## src/hw/sai_pkg.sv

```systemverilog
// Shared constants, operation codes and carriers for the store and immediate execute block.
package sai_pkg;

    // Datapath widths.
    localparam int DATA_W = 32;
    localparam int IMM_W = 16;
    localparam int REG_IDX_W = 5;
    localparam int LANES = 4;

    // Default width of the outstanding-access counter.
    localparam int OUTST_W = 4;

    // Low address bits that a full-word store must carry.
    localparam logic [1:0] WORD_ALIGN = 2'h0;

    // Half-word position of the upper-immediate load.
    localparam int UPPER_SHIFT = 16;

    // Default result word and full byte-lane mask.
    localparam logic [DATA_W-1:0] ZERO_WORD = 32'h0;
    localparam logic [LANES-1:0] ALL_LANES = 4'hf;

    // Operations that this block executes; spare codes are treated as no operation.
    typedef enum logic [3:0] {
        OP_NOP,
        OP_STORE_FULL_WORD,
        OP_STORE_UNALIGNED_LEFT,
        OP_STORE_UNALIGNED_RIGHT,
        OP_SYNC,
        OP_ADD_IMM_TRAPPING,
        OP_ADD_IMM_NONTRAPPING,
        OP_SET_LESS_IMM_SIGNED,
        OP_SET_LESS_IMM_UNSIGNED,
        OP_AND_WITH_IMM,
        OP_OR_WITH_IMM,
        OP_XOR_WITH_IMM,
        OP_LOAD_UPPER_IMM
    } sai_op_t;

    // Operands of one instruction as read from the register file.
    typedef struct packed {
        logic [DATA_W-1:0] source_val;
        logic [DATA_W-1:0] target_val;
        logic [IMM_W-1:0] imm;
        logic [REG_IDX_W-1:0] target_reg_field;
    } sai_operands_t;

    // One store request toward data memory.
    typedef struct packed {
        logic valid;
        logic [DATA_W-1:0] addr;
        logic [DATA_W-1:0] data;
        logic [LANES-1:0] byte_en;
    } sai_mem_req_t;

    // One register write-back.
    typedef struct packed {
        logic valid;
        logic [REG_IDX_W-1:0] idx;
        logic [DATA_W-1:0] data;
    } sai_wb_t;

    localparam sai_mem_req_t MEM_REQ_RESET = '{default: '0};
    localparam sai_wb_t WB_RESET = '{default: '0};

    // Sign-extends a 16-bit field to a full word.
    function automatic logic [DATA_W-1:0] sign_ext(input logic [IMM_W-1:0] v);
        sign_ext = {{(DATA_W-IMM_W){v[IMM_W-1]}}, v};
    endfunction

    // Zero-extends a 16-bit field to a full word.
    function automatic logic [DATA_W-1:0] zero_ext(input logic [IMM_W-1:0] v);
        zero_ext = {{(DATA_W-IMM_W){1'b0}}, v};
    endfunction

endpackage

```

## src/hw/sai_lane_align.sv

```systemverilog
`timescale 1ns/1ps
`default_nettype none
// Places store data on the byte lanes; lane k is bits 8k+7..8k of the memory word.
module sai_lane_align (
    input wire sai_pkg::sai_op_t op,
    input wire logic [1:0] addr_lo,
    input wire logic big_endian,
    input wire logic [sai_pkg::DATA_W-1:0] value,
    output logic [sai_pkg::DATA_W-1:0] lane_data,
    output logic [sai_pkg::LANES-1:0] byte_en,
    output logic addr_err
);
    import sai_pkg::*;

    // Byte counts of the shift; the addressed byte is lane 3-a in big endian and lane a in little endian.
    logic [1:0] left_shift_bytes;
    logic [1:0] right_shift_bytes;

    assign left_shift_bytes = big_endian ? addr_lo : ~addr_lo; // RQ17 RQ18
    assign right_shift_bytes = big_endian ? ~addr_lo : addr_lo; // RQ17 RQ18

    // Lane steering per store kind; the left and right pair together cover all four bytes, each once except on a word-aligned pair, where both write all four.
    always_comb begin
        lane_data = value;
        byte_en = ALL_LANES;
        addr_err = 1'b0;
        unique case (op)
            OP_STORE_FULL_WORD: begin
                addr_err = (addr_lo != WORD_ALIGN); // RQ16
            end
            OP_STORE_UNALIGNED_LEFT: begin
                lane_data = value >> {left_shift_bytes, 3'h0}; // RQ3 RQ4 RQ5
                byte_en = ALL_LANES >> left_shift_bytes; // RQ5 RQ18
            end
            OP_STORE_UNALIGNED_RIGHT: begin
                lane_data = value << {right_shift_bytes, 3'h0}; // RQ3 RQ4 RQ6
                byte_en = ALL_LANES << right_shift_bytes; // RQ6 RQ18
            end
            default: begin
                // Not a store: lanes are unused.
                addr_err = 1'b0;
            end
        endcase
    end
endmodule
`default_nettype wire

```

## src/hw/sai_store_imm_alu.sv

```systemverilog
`timescale 1ns/1ps
`default_nettype none
// Function
// RQ1: Store address is base plus sign-extended offset.
// RQ2: Full-word store writes the target register word.
// RQ3: Left and right stores pair across boundary.
// RQ4: Left writes left part, right writes right.
// RQ5: Left store shifts right, writes original lanes.
// RQ6: Right store shifts left, writes original lanes.
// RQ7: Sync stalls until earlier accesses complete.
// RQ8: Immediate ops use register and 16-bit field.
// RQ9: Trapping add sign-extends, adds, writes target.
// RQ10: Trapping add raises exception on overflow.
// RQ11: Non-trapping add never raises overflow exception.
// RQ12: Signed compare against sign-extended immediate.
// RQ13: Unsigned compare, immediate still sign-extended.
// RQ14: Logic ops use zero-extended immediate.
// RQ15: Upper load places immediate high, clears low.
// RQ16: Misaligned full-word store raises address error.
// RQ17: Address names lowest byte, endian sets lane.
// RQ18: Partial-store lanes follow address and endianness.
// RQ19: Overflowing trapping add leaves target unchanged.
// RQ20: Address addition wraps, never traps.
module sai_store_imm_alu #(
    parameter int OUTST_WIDTH = sai_pkg::OUTST_W
) (
    input wire logic clock,
    input wire logic rst,
    input wire logic in_valid,
    input wire sai_pkg::sai_op_t in_op,
    input wire sai_pkg::sai_operands_t in_opnd,
    input wire logic big_endian,
    input wire logic load_issue,
    input wire logic mem_ready,
    input wire logic mem_done,
    output logic stall,
    output sai_pkg::sai_mem_req_t mem_req,
    output sai_pkg::sai_wb_t wb,
    output logic trap_overflow,
    output logic trap_addr_error
);
    import sai_pkg::*;

    ////////////////////////////////////////////////////////////////////////////
    // Declarations.

    logic accept; // Instruction taken this cycle.
    logic is_store; // Current instruction is one of the three stores.
    logic mem_hold; // A store is waiting for memory to take it.
    logic [DATA_W-1:0] imm_sext; // Immediate, sign-extended.
    logic [DATA_W-1:0] imm_zext; // Immediate, zero-extended.
    logic [DATA_W-1:0] eff_addr; // Store effective address.
    logic [DATA_W-1:0] add_sum; // Register plus sign-extended immediate.
    logic add_ovf; // Two's-complement overflow of add_sum.
    logic [DATA_W-1:0] alu_result; // Value for the target register.
    logic alu_write; // Instruction writes the target register.
    logic [DATA_W-1:0] lane_data; // Store data placed on lanes.
    logic [LANES-1:0] lane_en; // Store byte enables.
    logic lane_addr_err; // Store address not allowed for its size.
    logic [OUTST_WIDTH-1:0] outst_reg; // Loads and stores not yet complete.
    logic [OUTST_WIDTH-1:0] outst_next;
    sai_mem_req_t mem_req_reg;
    sai_wb_t wb_reg;
    logic trap_ovf_reg;
    logic trap_addr_reg;

    ////////////////////////////////////////////////////////////////////////////
    // Issue control.

    // A pending store holds every instruction, so memory order is kept and a
    // store never overtakes the one ahead of it.
    assign mem_hold = mem_req_reg.valid && !mem_ready;
    // Sync waits while the counter shows any access in flight.
    assign stall = mem_hold || (in_valid && in_op == OP_SYNC && outst_reg != '0); // RQ7
    assign accept = in_valid && !stall;
    assign is_store = in_op inside {OP_STORE_FULL_WORD, OP_STORE_UNALIGNED_LEFT, OP_STORE_UNALIGNED_RIGHT};

    ////////////////////////////////////////////////////////////////////////////
    // Address and arithmetic.

    assign imm_sext = sign_ext(in_opnd.imm); // RQ8 RQ9
    assign imm_zext = zero_ext(in_opnd.imm); // RQ14
    // The offset field shares the immediate position; the sum simply wraps.
    assign eff_addr = in_opnd.source_val + imm_sext; // RQ1 RQ20
    assign add_sum = in_opnd.source_val + imm_sext; // RQ9
    // Overflow when both addends share a sign the sum does not.
    assign add_ovf = (in_opnd.source_val[DATA_W-1] == imm_sext[DATA_W-1]) &&
                     (add_sum[DATA_W-1] != in_opnd.source_val[DATA_W-1]); // RQ10

    // Result selection for the immediate group.
    always_comb begin
        alu_result = ZERO_WORD;
        alu_write = 1'b1;
        unique case (in_op)
            OP_ADD_IMM_TRAPPING: begin
                alu_result = add_sum; // RQ9
                alu_write = !add_ovf; // RQ19
            end
            OP_ADD_IMM_NONTRAPPING: begin
                alu_result = add_sum; // RQ11
            end
            OP_SET_LESS_IMM_SIGNED: begin
                alu_result = {{(DATA_W-1){1'b0}}, $signed(in_opnd.source_val) < $signed(imm_sext)}; // RQ12
            end
            OP_SET_LESS_IMM_UNSIGNED: begin
                alu_result = {{(DATA_W-1){1'b0}}, in_opnd.source_val < imm_sext}; // RQ13
            end
            OP_AND_WITH_IMM: begin
                alu_result = in_opnd.source_val & imm_zext; // RQ14
            end
            OP_OR_WITH_IMM: begin
                alu_result = in_opnd.source_val | imm_zext; // RQ14
            end
            OP_XOR_WITH_IMM: begin
                alu_result = in_opnd.source_val ^ imm_zext; // RQ14
            end
            OP_LOAD_UPPER_IMM: begin
                alu_result = imm_zext << UPPER_SHIFT; // RQ15
            end
            default: begin
                // Stores, sync, no-op and spare codes write nothing.
                alu_write = 1'b0;
            end
        endcase
    end

    ////////////////////////////////////////////////////////////////////////////
    // Store lane placement.

    sai_lane_align u_lane (
        .op(in_op),
        .addr_lo(eff_addr[1:0]),
        .big_endian(big_endian),
        .value(in_opnd.target_val),
        .lane_data(lane_data),
        .byte_en(lane_en),
        .addr_err(lane_addr_err)
    );

    ////////////////////////////////////////////////////////////////////////////
    // Registers.

    // Store request: loaded on accept, held until memory takes it.
    always_ff @(posedge clock) begin
        if (rst) begin
            mem_req_reg <= MEM_REQ_RESET;
        end else if (accept && is_store && !lane_addr_err) begin
            mem_req_reg.valid <= 1'b1; // RQ2 RQ16
            mem_req_reg.addr <= eff_addr; // RQ1
            mem_req_reg.data <= lane_data; // RQ2
            mem_req_reg.byte_en <= lane_en; // RQ18
        end else if (mem_ready) begin
            mem_req_reg.valid <= 1'b0;
        end
    end

    // Write-back: one-cycle valid, the value held until the next result.
    always_ff @(posedge clock) begin
        if (rst) begin
            wb_reg <= WB_RESET;
        end else begin
            wb_reg.valid <= accept && alu_write; // RQ19
            if (accept && alu_write) begin
                wb_reg.idx <= in_opnd.target_reg_field;
                wb_reg.data <= alu_result;
            end
        end
    end

    // Exception pulses; the non-trapping add never reaches the overflow term.
    always_ff @(posedge clock) begin
        if (rst) begin
            trap_ovf_reg <= 1'b0;
            trap_addr_reg <= 1'b0;
        end else begin
            trap_ovf_reg <= accept && in_op == OP_ADD_IMM_TRAPPING && add_ovf; // RQ10 RQ11
            trap_addr_reg <= accept && lane_addr_err; // RQ16
        end
    end

    // Counts stores from issue and loads from their issue pulse until the
    // completion pulse. The counter does not saturate, so the pipeline must
    // keep fewer than 2**OUTST_WIDTH accesses in flight.
    always_comb begin
        outst_next = outst_reg;
        if (accept && is_store && !lane_addr_err) begin
            outst_next = outst_next + 1'b1;
        end
        if (load_issue) begin
            outst_next = outst_next + 1'b1;
        end
        if (mem_done) begin
            outst_next = outst_next - 1'b1;
        end
    end

    always_ff @(posedge clock) begin
        if (rst) begin
            outst_reg <= '0;
        end else begin
            outst_reg <= outst_next; // RQ7
        end
    end

    assign mem_req = mem_req_reg;
    assign wb = wb_reg;
    assign trap_overflow = trap_ovf_reg;
    assign trap_addr_error = trap_addr_reg;
endmodule
`default_nettype wire

```

## config.mk

```make
export PLATFORM = sky130hd
export DESIGN_NAME = sai_store_imm_alu
export DESIGN_NICKNAME = d
export VERILOG_FILES = /design/src/hw/sai_pkg.sv /design/src/hw/sai_lane_align.sv /design/src/hw/sai_store_imm_alu.sv
export SDC_FILE = /design/constraint.sdc
export NUM_CORES = 1
export LEC_CHECK = 0
export BUFFER_PORTS_ARGS = -buffer_cell sky130_fd_sc_hd__buf_2
export CORE_MARGIN = 2
export CORE_UTILIZATION = 48
export DETAILED_ROUTE_END_ITERATION = 6
export GPL_TIMING_DRIVEN = 1
export PLACE_DENSITY = 0.75
export SYNTH_ARGS = -nofsm -noshare
export SYNTH_HDL_FRONTEND = slang
export SYNTH_SLANG_ARGS = --single-unit
```

## constraint.sdc

```tcl
create_clock -name clock -period 3.7 [get_ports clock]
set_input_delay 0.185 -clock clock [delete_from_list [all_inputs] [get_ports clock]]
set_output_delay 0.185 -clock clock [all_outputs]
set_load 0.05 [all_outputs]
```

Word-level counts from Yosys, hierarchy flattened
Cells that the tools add are included.
Widths: inputs -> output; s select.

word-level totals
  register bits = 113
  output and inout bits = 110
  word-level logic and storage cells = 72

cells by class
  add/sub/neg operators = 4
  order comparisons = 2
  equal/unequal tests = 14
  shifts and indexed selects = 4
  multiplexer cells = 12
  bitwise gates (word level) = 4
  reduce and logical (&&, ||, !) cells = 22

operators by type and width
  cell                 count
  $pmux 32 s7          1
  $pmux 32 s2          1
  $add 32x32->32       1
  $and 32x16->32       1
  $lt 32x16->1         1
  $lt 32x32->1         1
  $or 32x16->32        1
  $shl 32x5->32        1
  $shr 32x5->32        1
  $xor 32x16->32       1
  $eq 4x4->1 const B   5
  $eq 4x3->1 const B   4
  $mux 4               3
  $logic_and 1x1->1    11
  $add 4x1->4 const B  2
  $eq 4x2->1 const B   2
  $pmux 4 s2           1
  $reduce_or 7->1      1
  $eq 4x1->1 const B   1
  $logic_not 1->1      4
  $mux 2               2
  $reduce_bool 2->1    2
  $reduce_bool 4->1    1
  $shl 4x2->4 const A  1
  10 further kinds     12

Longest topological paths before layout
  depth after elaboration = 13
  depth in mapped cells = 13
  gate-level depth less buffers = 12

Modules after synthesis
From an unflattened synthesis, not the netlist that was laid out.

second synthesis, totals
  cell total of the unflattened synthesis = 1,115
  area total of the unflattened synthesis = 8,730.9 um2

modules (own cells, without submodules)
  module             instances  cells each  area each (um2)  seq. area each (um2)
  sai_store_imm_alu  1          989         7,676.1          2,262.2
  sai_lane_align     1          126         1,054.8          0.0

Worst setup path after synthesis
OpenSTA, ideal clock, no wires.

  kind = in2reg
  from = in in_opnd[20] (netlist name)
  to = reg wb_reg, in the netlist wb[29]
  arrival = 2,790 ps
  slack = 791 ps
  stages = 13
  path buffers = 2
  cells stage by stage = inv_1 > ha_1 > buf_4 > or4b_4 > nor3_2 > nand3_1 > nand2_1 > nor4b_1 > nor3_2 > a21o_1 > buf_6 > o21ai_0 > o221a_2

on the way
  word-level cells in the longest chain between the ends = 6
  elaborated cells on any way between the ends = 8
  those cells by class = 1 x add/sub; 2 x eq/ne; 2 x mux; 3 x reduce/logical

ends and longest elaborated chain
  element            line                      RTL
  start, declared    sai_store_imm_alu.sv:31   input wire sai_pkg::sai_operands_t in_opnd,
  $add 32x32->32     sai_store_imm_alu.sv:85   assign add_sum = in_opnd.source_val + imm_sext;
  $ne 1x1->1         sai_store_imm_alu.sv:88   (add_sum[DATA_W-1] != in_opnd.source_val[DATA_W-1]);
  $logic_and 1x1->1  sai_store_imm_alu.sv:87   assign add_ovf = (in_opnd.source_val[DATA_W-1] == imm_sext[DATA_W-1]) &&
  $logic_not 1->1    sai_store_imm_alu.sv:97   alu_write = !add_ovf;
  $pmux 1 s2         sai_store_imm_alu.sv:94   unique case (in_op)
  $logic_and 1x1->1  sai_store_imm_alu.sv:163  if (accept && alu_write) begin
  end, declared      sai_store_imm_alu.sv:63   sai_wb_t wb_reg;

Several ways; a longest one is shown, not always the timed one.
A chain may end at the register's enable or synchronous reset.

Worst setup path after layout
Same ends and word-level chain as after synthesis.

==> flow_metrics.py <==
metrics = {
    "routing": {
        "avgRoutedWirePerCell_um": 19.9,
        "drcViolationCount": 0,
        "finalWirelength_mm": 30.5,
        "antenna_left": 0,
        "vias": 9294,
        "viasPerCell": 6.05,
        "dr.pass1.iters": 6,
        "drt-initial-drc-count": 936,
    },
    "cells_and_area": {
        "layout_commonest_cell": "buf_2",
        "drive_gt1_share_pct": 23.0,
        "layout_common_cells": "buf_2, nor2_1, a21oi_1",
        "regArea_sq_mm": 0.00226,
        "n_antenna_cell": 0,
        "area_delta_synth_final_pct": 21.4,
        "largest_reg_flops": 69,
        "fill_cells": 1619,
        "multi_input_area_sq_mm": 0.00584,
        "nets": 1473,
        "final_cells": 1536,
        "fin_area_sq_mm": 0.0105,
    },
    "sta": {
        "finClkSkew_ps": 11.1,
        "fmax_mhz": 314,
        "min_period_ps": 3190,
        "tightest_slew_ps": 812,
        "hold_violations": 0,
        "fin_tns_setup_ps": 0,
        "rsz0062_at_grt": "no",
        "slew_headroom_pct": 45.9,
        "setup_violations": 0,
        "post-route-period-util_pct": 86.2,
        "slew_violations": 0,
    },
    "synth": {
        "ys_warn_count": 0,
        "synth-seq-area-share_pct": 26.0,
        "async_flop_share_pct": 0,
        "synthesis.nets": 1304,
        "synth_edf_count": 0,
        "synth.avg_cell_area_sq_um": 7.72,
        "yosysTopAreaCellShare_pct": 26.0,
        "yosysTopAreaCell": "dfxtp_1",
        "ys_types": 70,
        "syn_inst": 1125,
        "synth_area_leaders": "dfxtp_1, ha_1, a21oi_1, nor2_1, mux2i_1",
        "synth_area_sq_mm": 0.00869,
        "synth_ff_type": "dfxtp_1",
        "synth_seq_cells": 113,
    },
    "worst_hold_path": {
        "hold_class": "in -> reg",
    },
    "cts": {
        "htreeDepth": 4,
        "cts_inserted_buffers": 17,
        "cts_sinks": 113,
        "postCtsSetupBuffers": 0,
        "ctsHoldBuffers": 0,
        "cts_tree": "yes",
        "cts_max_path_buffers": 2,
        "clkTransAtPathRegs_ps": 60,
        "insertion_delay_ps": 420,
        "post_cts_resized": 0,
        "cts_root_buf": "clkbuf_16",
    },
    "setup_path": {
        "critPathMaxStageDelay_ps": 580,
        "critPathTopFamily": "simple AND/OR/NAND/NOR gates",
        "worstPathRequired_ps": 4010,
        "criticalPathCategory": "in -> reg",
        "path_cells": "buf_2 > inv_1 > buf_4 > ha_1 > or4b_4 > nor3_2 > nand3_1 > nand2_1 > nor4b_1 > nor3_2 > a21o_2 > buf_12 > o21ai_0 > o221a_2",
        "cp-end-kind": "flip-flop",
        "slowest_stage": "or4b_4",
        "worstPathArrival_ps": 3500,
        "critPathBufInv": 4,
        "startpoint_type": "primary input",
        "crit_top_cell": "nor3_2",
        "crit_fanout": 51,
    },
    "floorplanning": {
        "die-area_sq_mm": 0.0192,
        "die_w_um": 139,
        "start_util_pct": 48.7,
        "placement_rows": 49,
        "die_h_um": 139,
        "pin_count": 206,
        "core_sq_mm": 0.0178,
    },
    "place": {
        "gp_routability_congestion": 0.977,
        "post_dp_cell_area_sq_mm": 0.00990,
        "dp_cells": 1504,
        "io_buffers": 205,
        "dp_hpwl_mm": 22.9,
    },
    "power_and_ir_drop": {
        "p_per_area_mw_per_mm2": 444,
        "power_leakage_nw": 4.72,
        "ir_drop_uv": 371,
        "p_total_w": 0.00468,
    },
    "global_routing": {
        "grt_pass1_wl_mm": 47.8,
        "grt_pass1_vias": 8643,
        "track_usage_pct": 31.0,
        "grt_overflow": 0,
        "antenna_found_initial": 0,
        "grt_max_degree": 59,
    },
    "job": {
        "cap_violations": 0,
    },
    "status": {
        "status": "finished clean",
    },
}
[cells by family (layout without fill, tap and decap cells)]
kind of cell	Yosys count	count (layout)	synth area share, %
XOR/XNOR	42	42	4.41
buffers and inverters	151	333	7.06
AND/OR/NAND/NOR	344	344	17.5
adder cells (fa/ha/maj)	83	83	12.0
multiplexers	41	41	4.74
AO/OA/AOI/OAI	351	351	28.2
flip-flops	113	113	26.0
[path summary, 6_finish.rpt]
check	startpoint	to	slack [ps]	cells after the start
worst max-delay path	in_opnd[20]	wb[29]$_SDFFE_PP0P_	510	14
worst min-delay path	in_opnd[3]	wb[35]$_SDFFE_PP0P_	5	3
worst max register to register	outst_reg[0]$_SDFF_PP0_	outst_reg[2]$_SDFF_PP0_	1510	10
worst min register to register	mem_req[20]$_SDFFE_PP0N_	mem_req[20]$_SDFFE_PP0N_	450	2
[through the flow]
| stage | hold slack [ps] | worst slack, ps | util (%) |
|---|---|---|---|
| after floorplan | 285 | 791 | - |
| after global placement | 421 | 237 | 55.5 |
| after detailed placement | 430 | 114 | 55.5 |
| after CTS | 0.154 | 536 | 59.1 |
| after global routing | 31.1 | 253 | 59.1 |
| final | 4.95 | 512 | 59.1 |
[cell usage after synthesis (13+ instances only)]
| cell type | count |
|---|---|
| inv_1 | 67 |
| ha_1 | 82 |
| o21ai_0 | 49 |
| a211oi_1 | 20 |
| mux2i_1 | 40 |
| clkbuf_1 | 61 |
| nand2_1 | 96 |
| buf_2 | 13 |
| o21bai_1 | 13 |
| a21oi_1 | 115 |
| nor3_1 | 36 |
| o221ai_1 | 21 |
| a22oi_1 | 13 |
| dfxtp_1 | 113 |
| o211ai_1 | 14 |
| xnor2_1 | 30 |
| nor2_1 | 151 |
| a221oi_1 | 21 |
| a211oi_2 | 20 |
[power by group]
part / switching [W] / internal (W)
Clock: 0.000604 / 0.00126
Sequential: 0.0000473 / 0.00129
Combinational: 0.000995 / 0.000483
[area by class of cell]
type,count,area share (%)
flip-flops and latches,113,21.4
clock inverters,11,1.99
well taps,229,2.72
repair buffers,234,11.9
inverters,67,2.38
clock buffers,21,4.18
multi-input cells,861,55.4
[tightest hold or removal path, stage by stage]
cell and delay [ps]:
buf_2 70, mux2i_1 50, nor2_1 70
[metal layers]
layer	share of wire, %	up-vias	wire length (um)	global-route usage [%]
li1	-	4370	-	-
met1	42	4348	12900	41.8
met2	44	486	13600	48.0
met3	8.4	90	2550	5.35
met4	5.1	0	1560	15.5
met5	0	-	0	0
No activity file was read; power rests on OpenSTA's default activity.
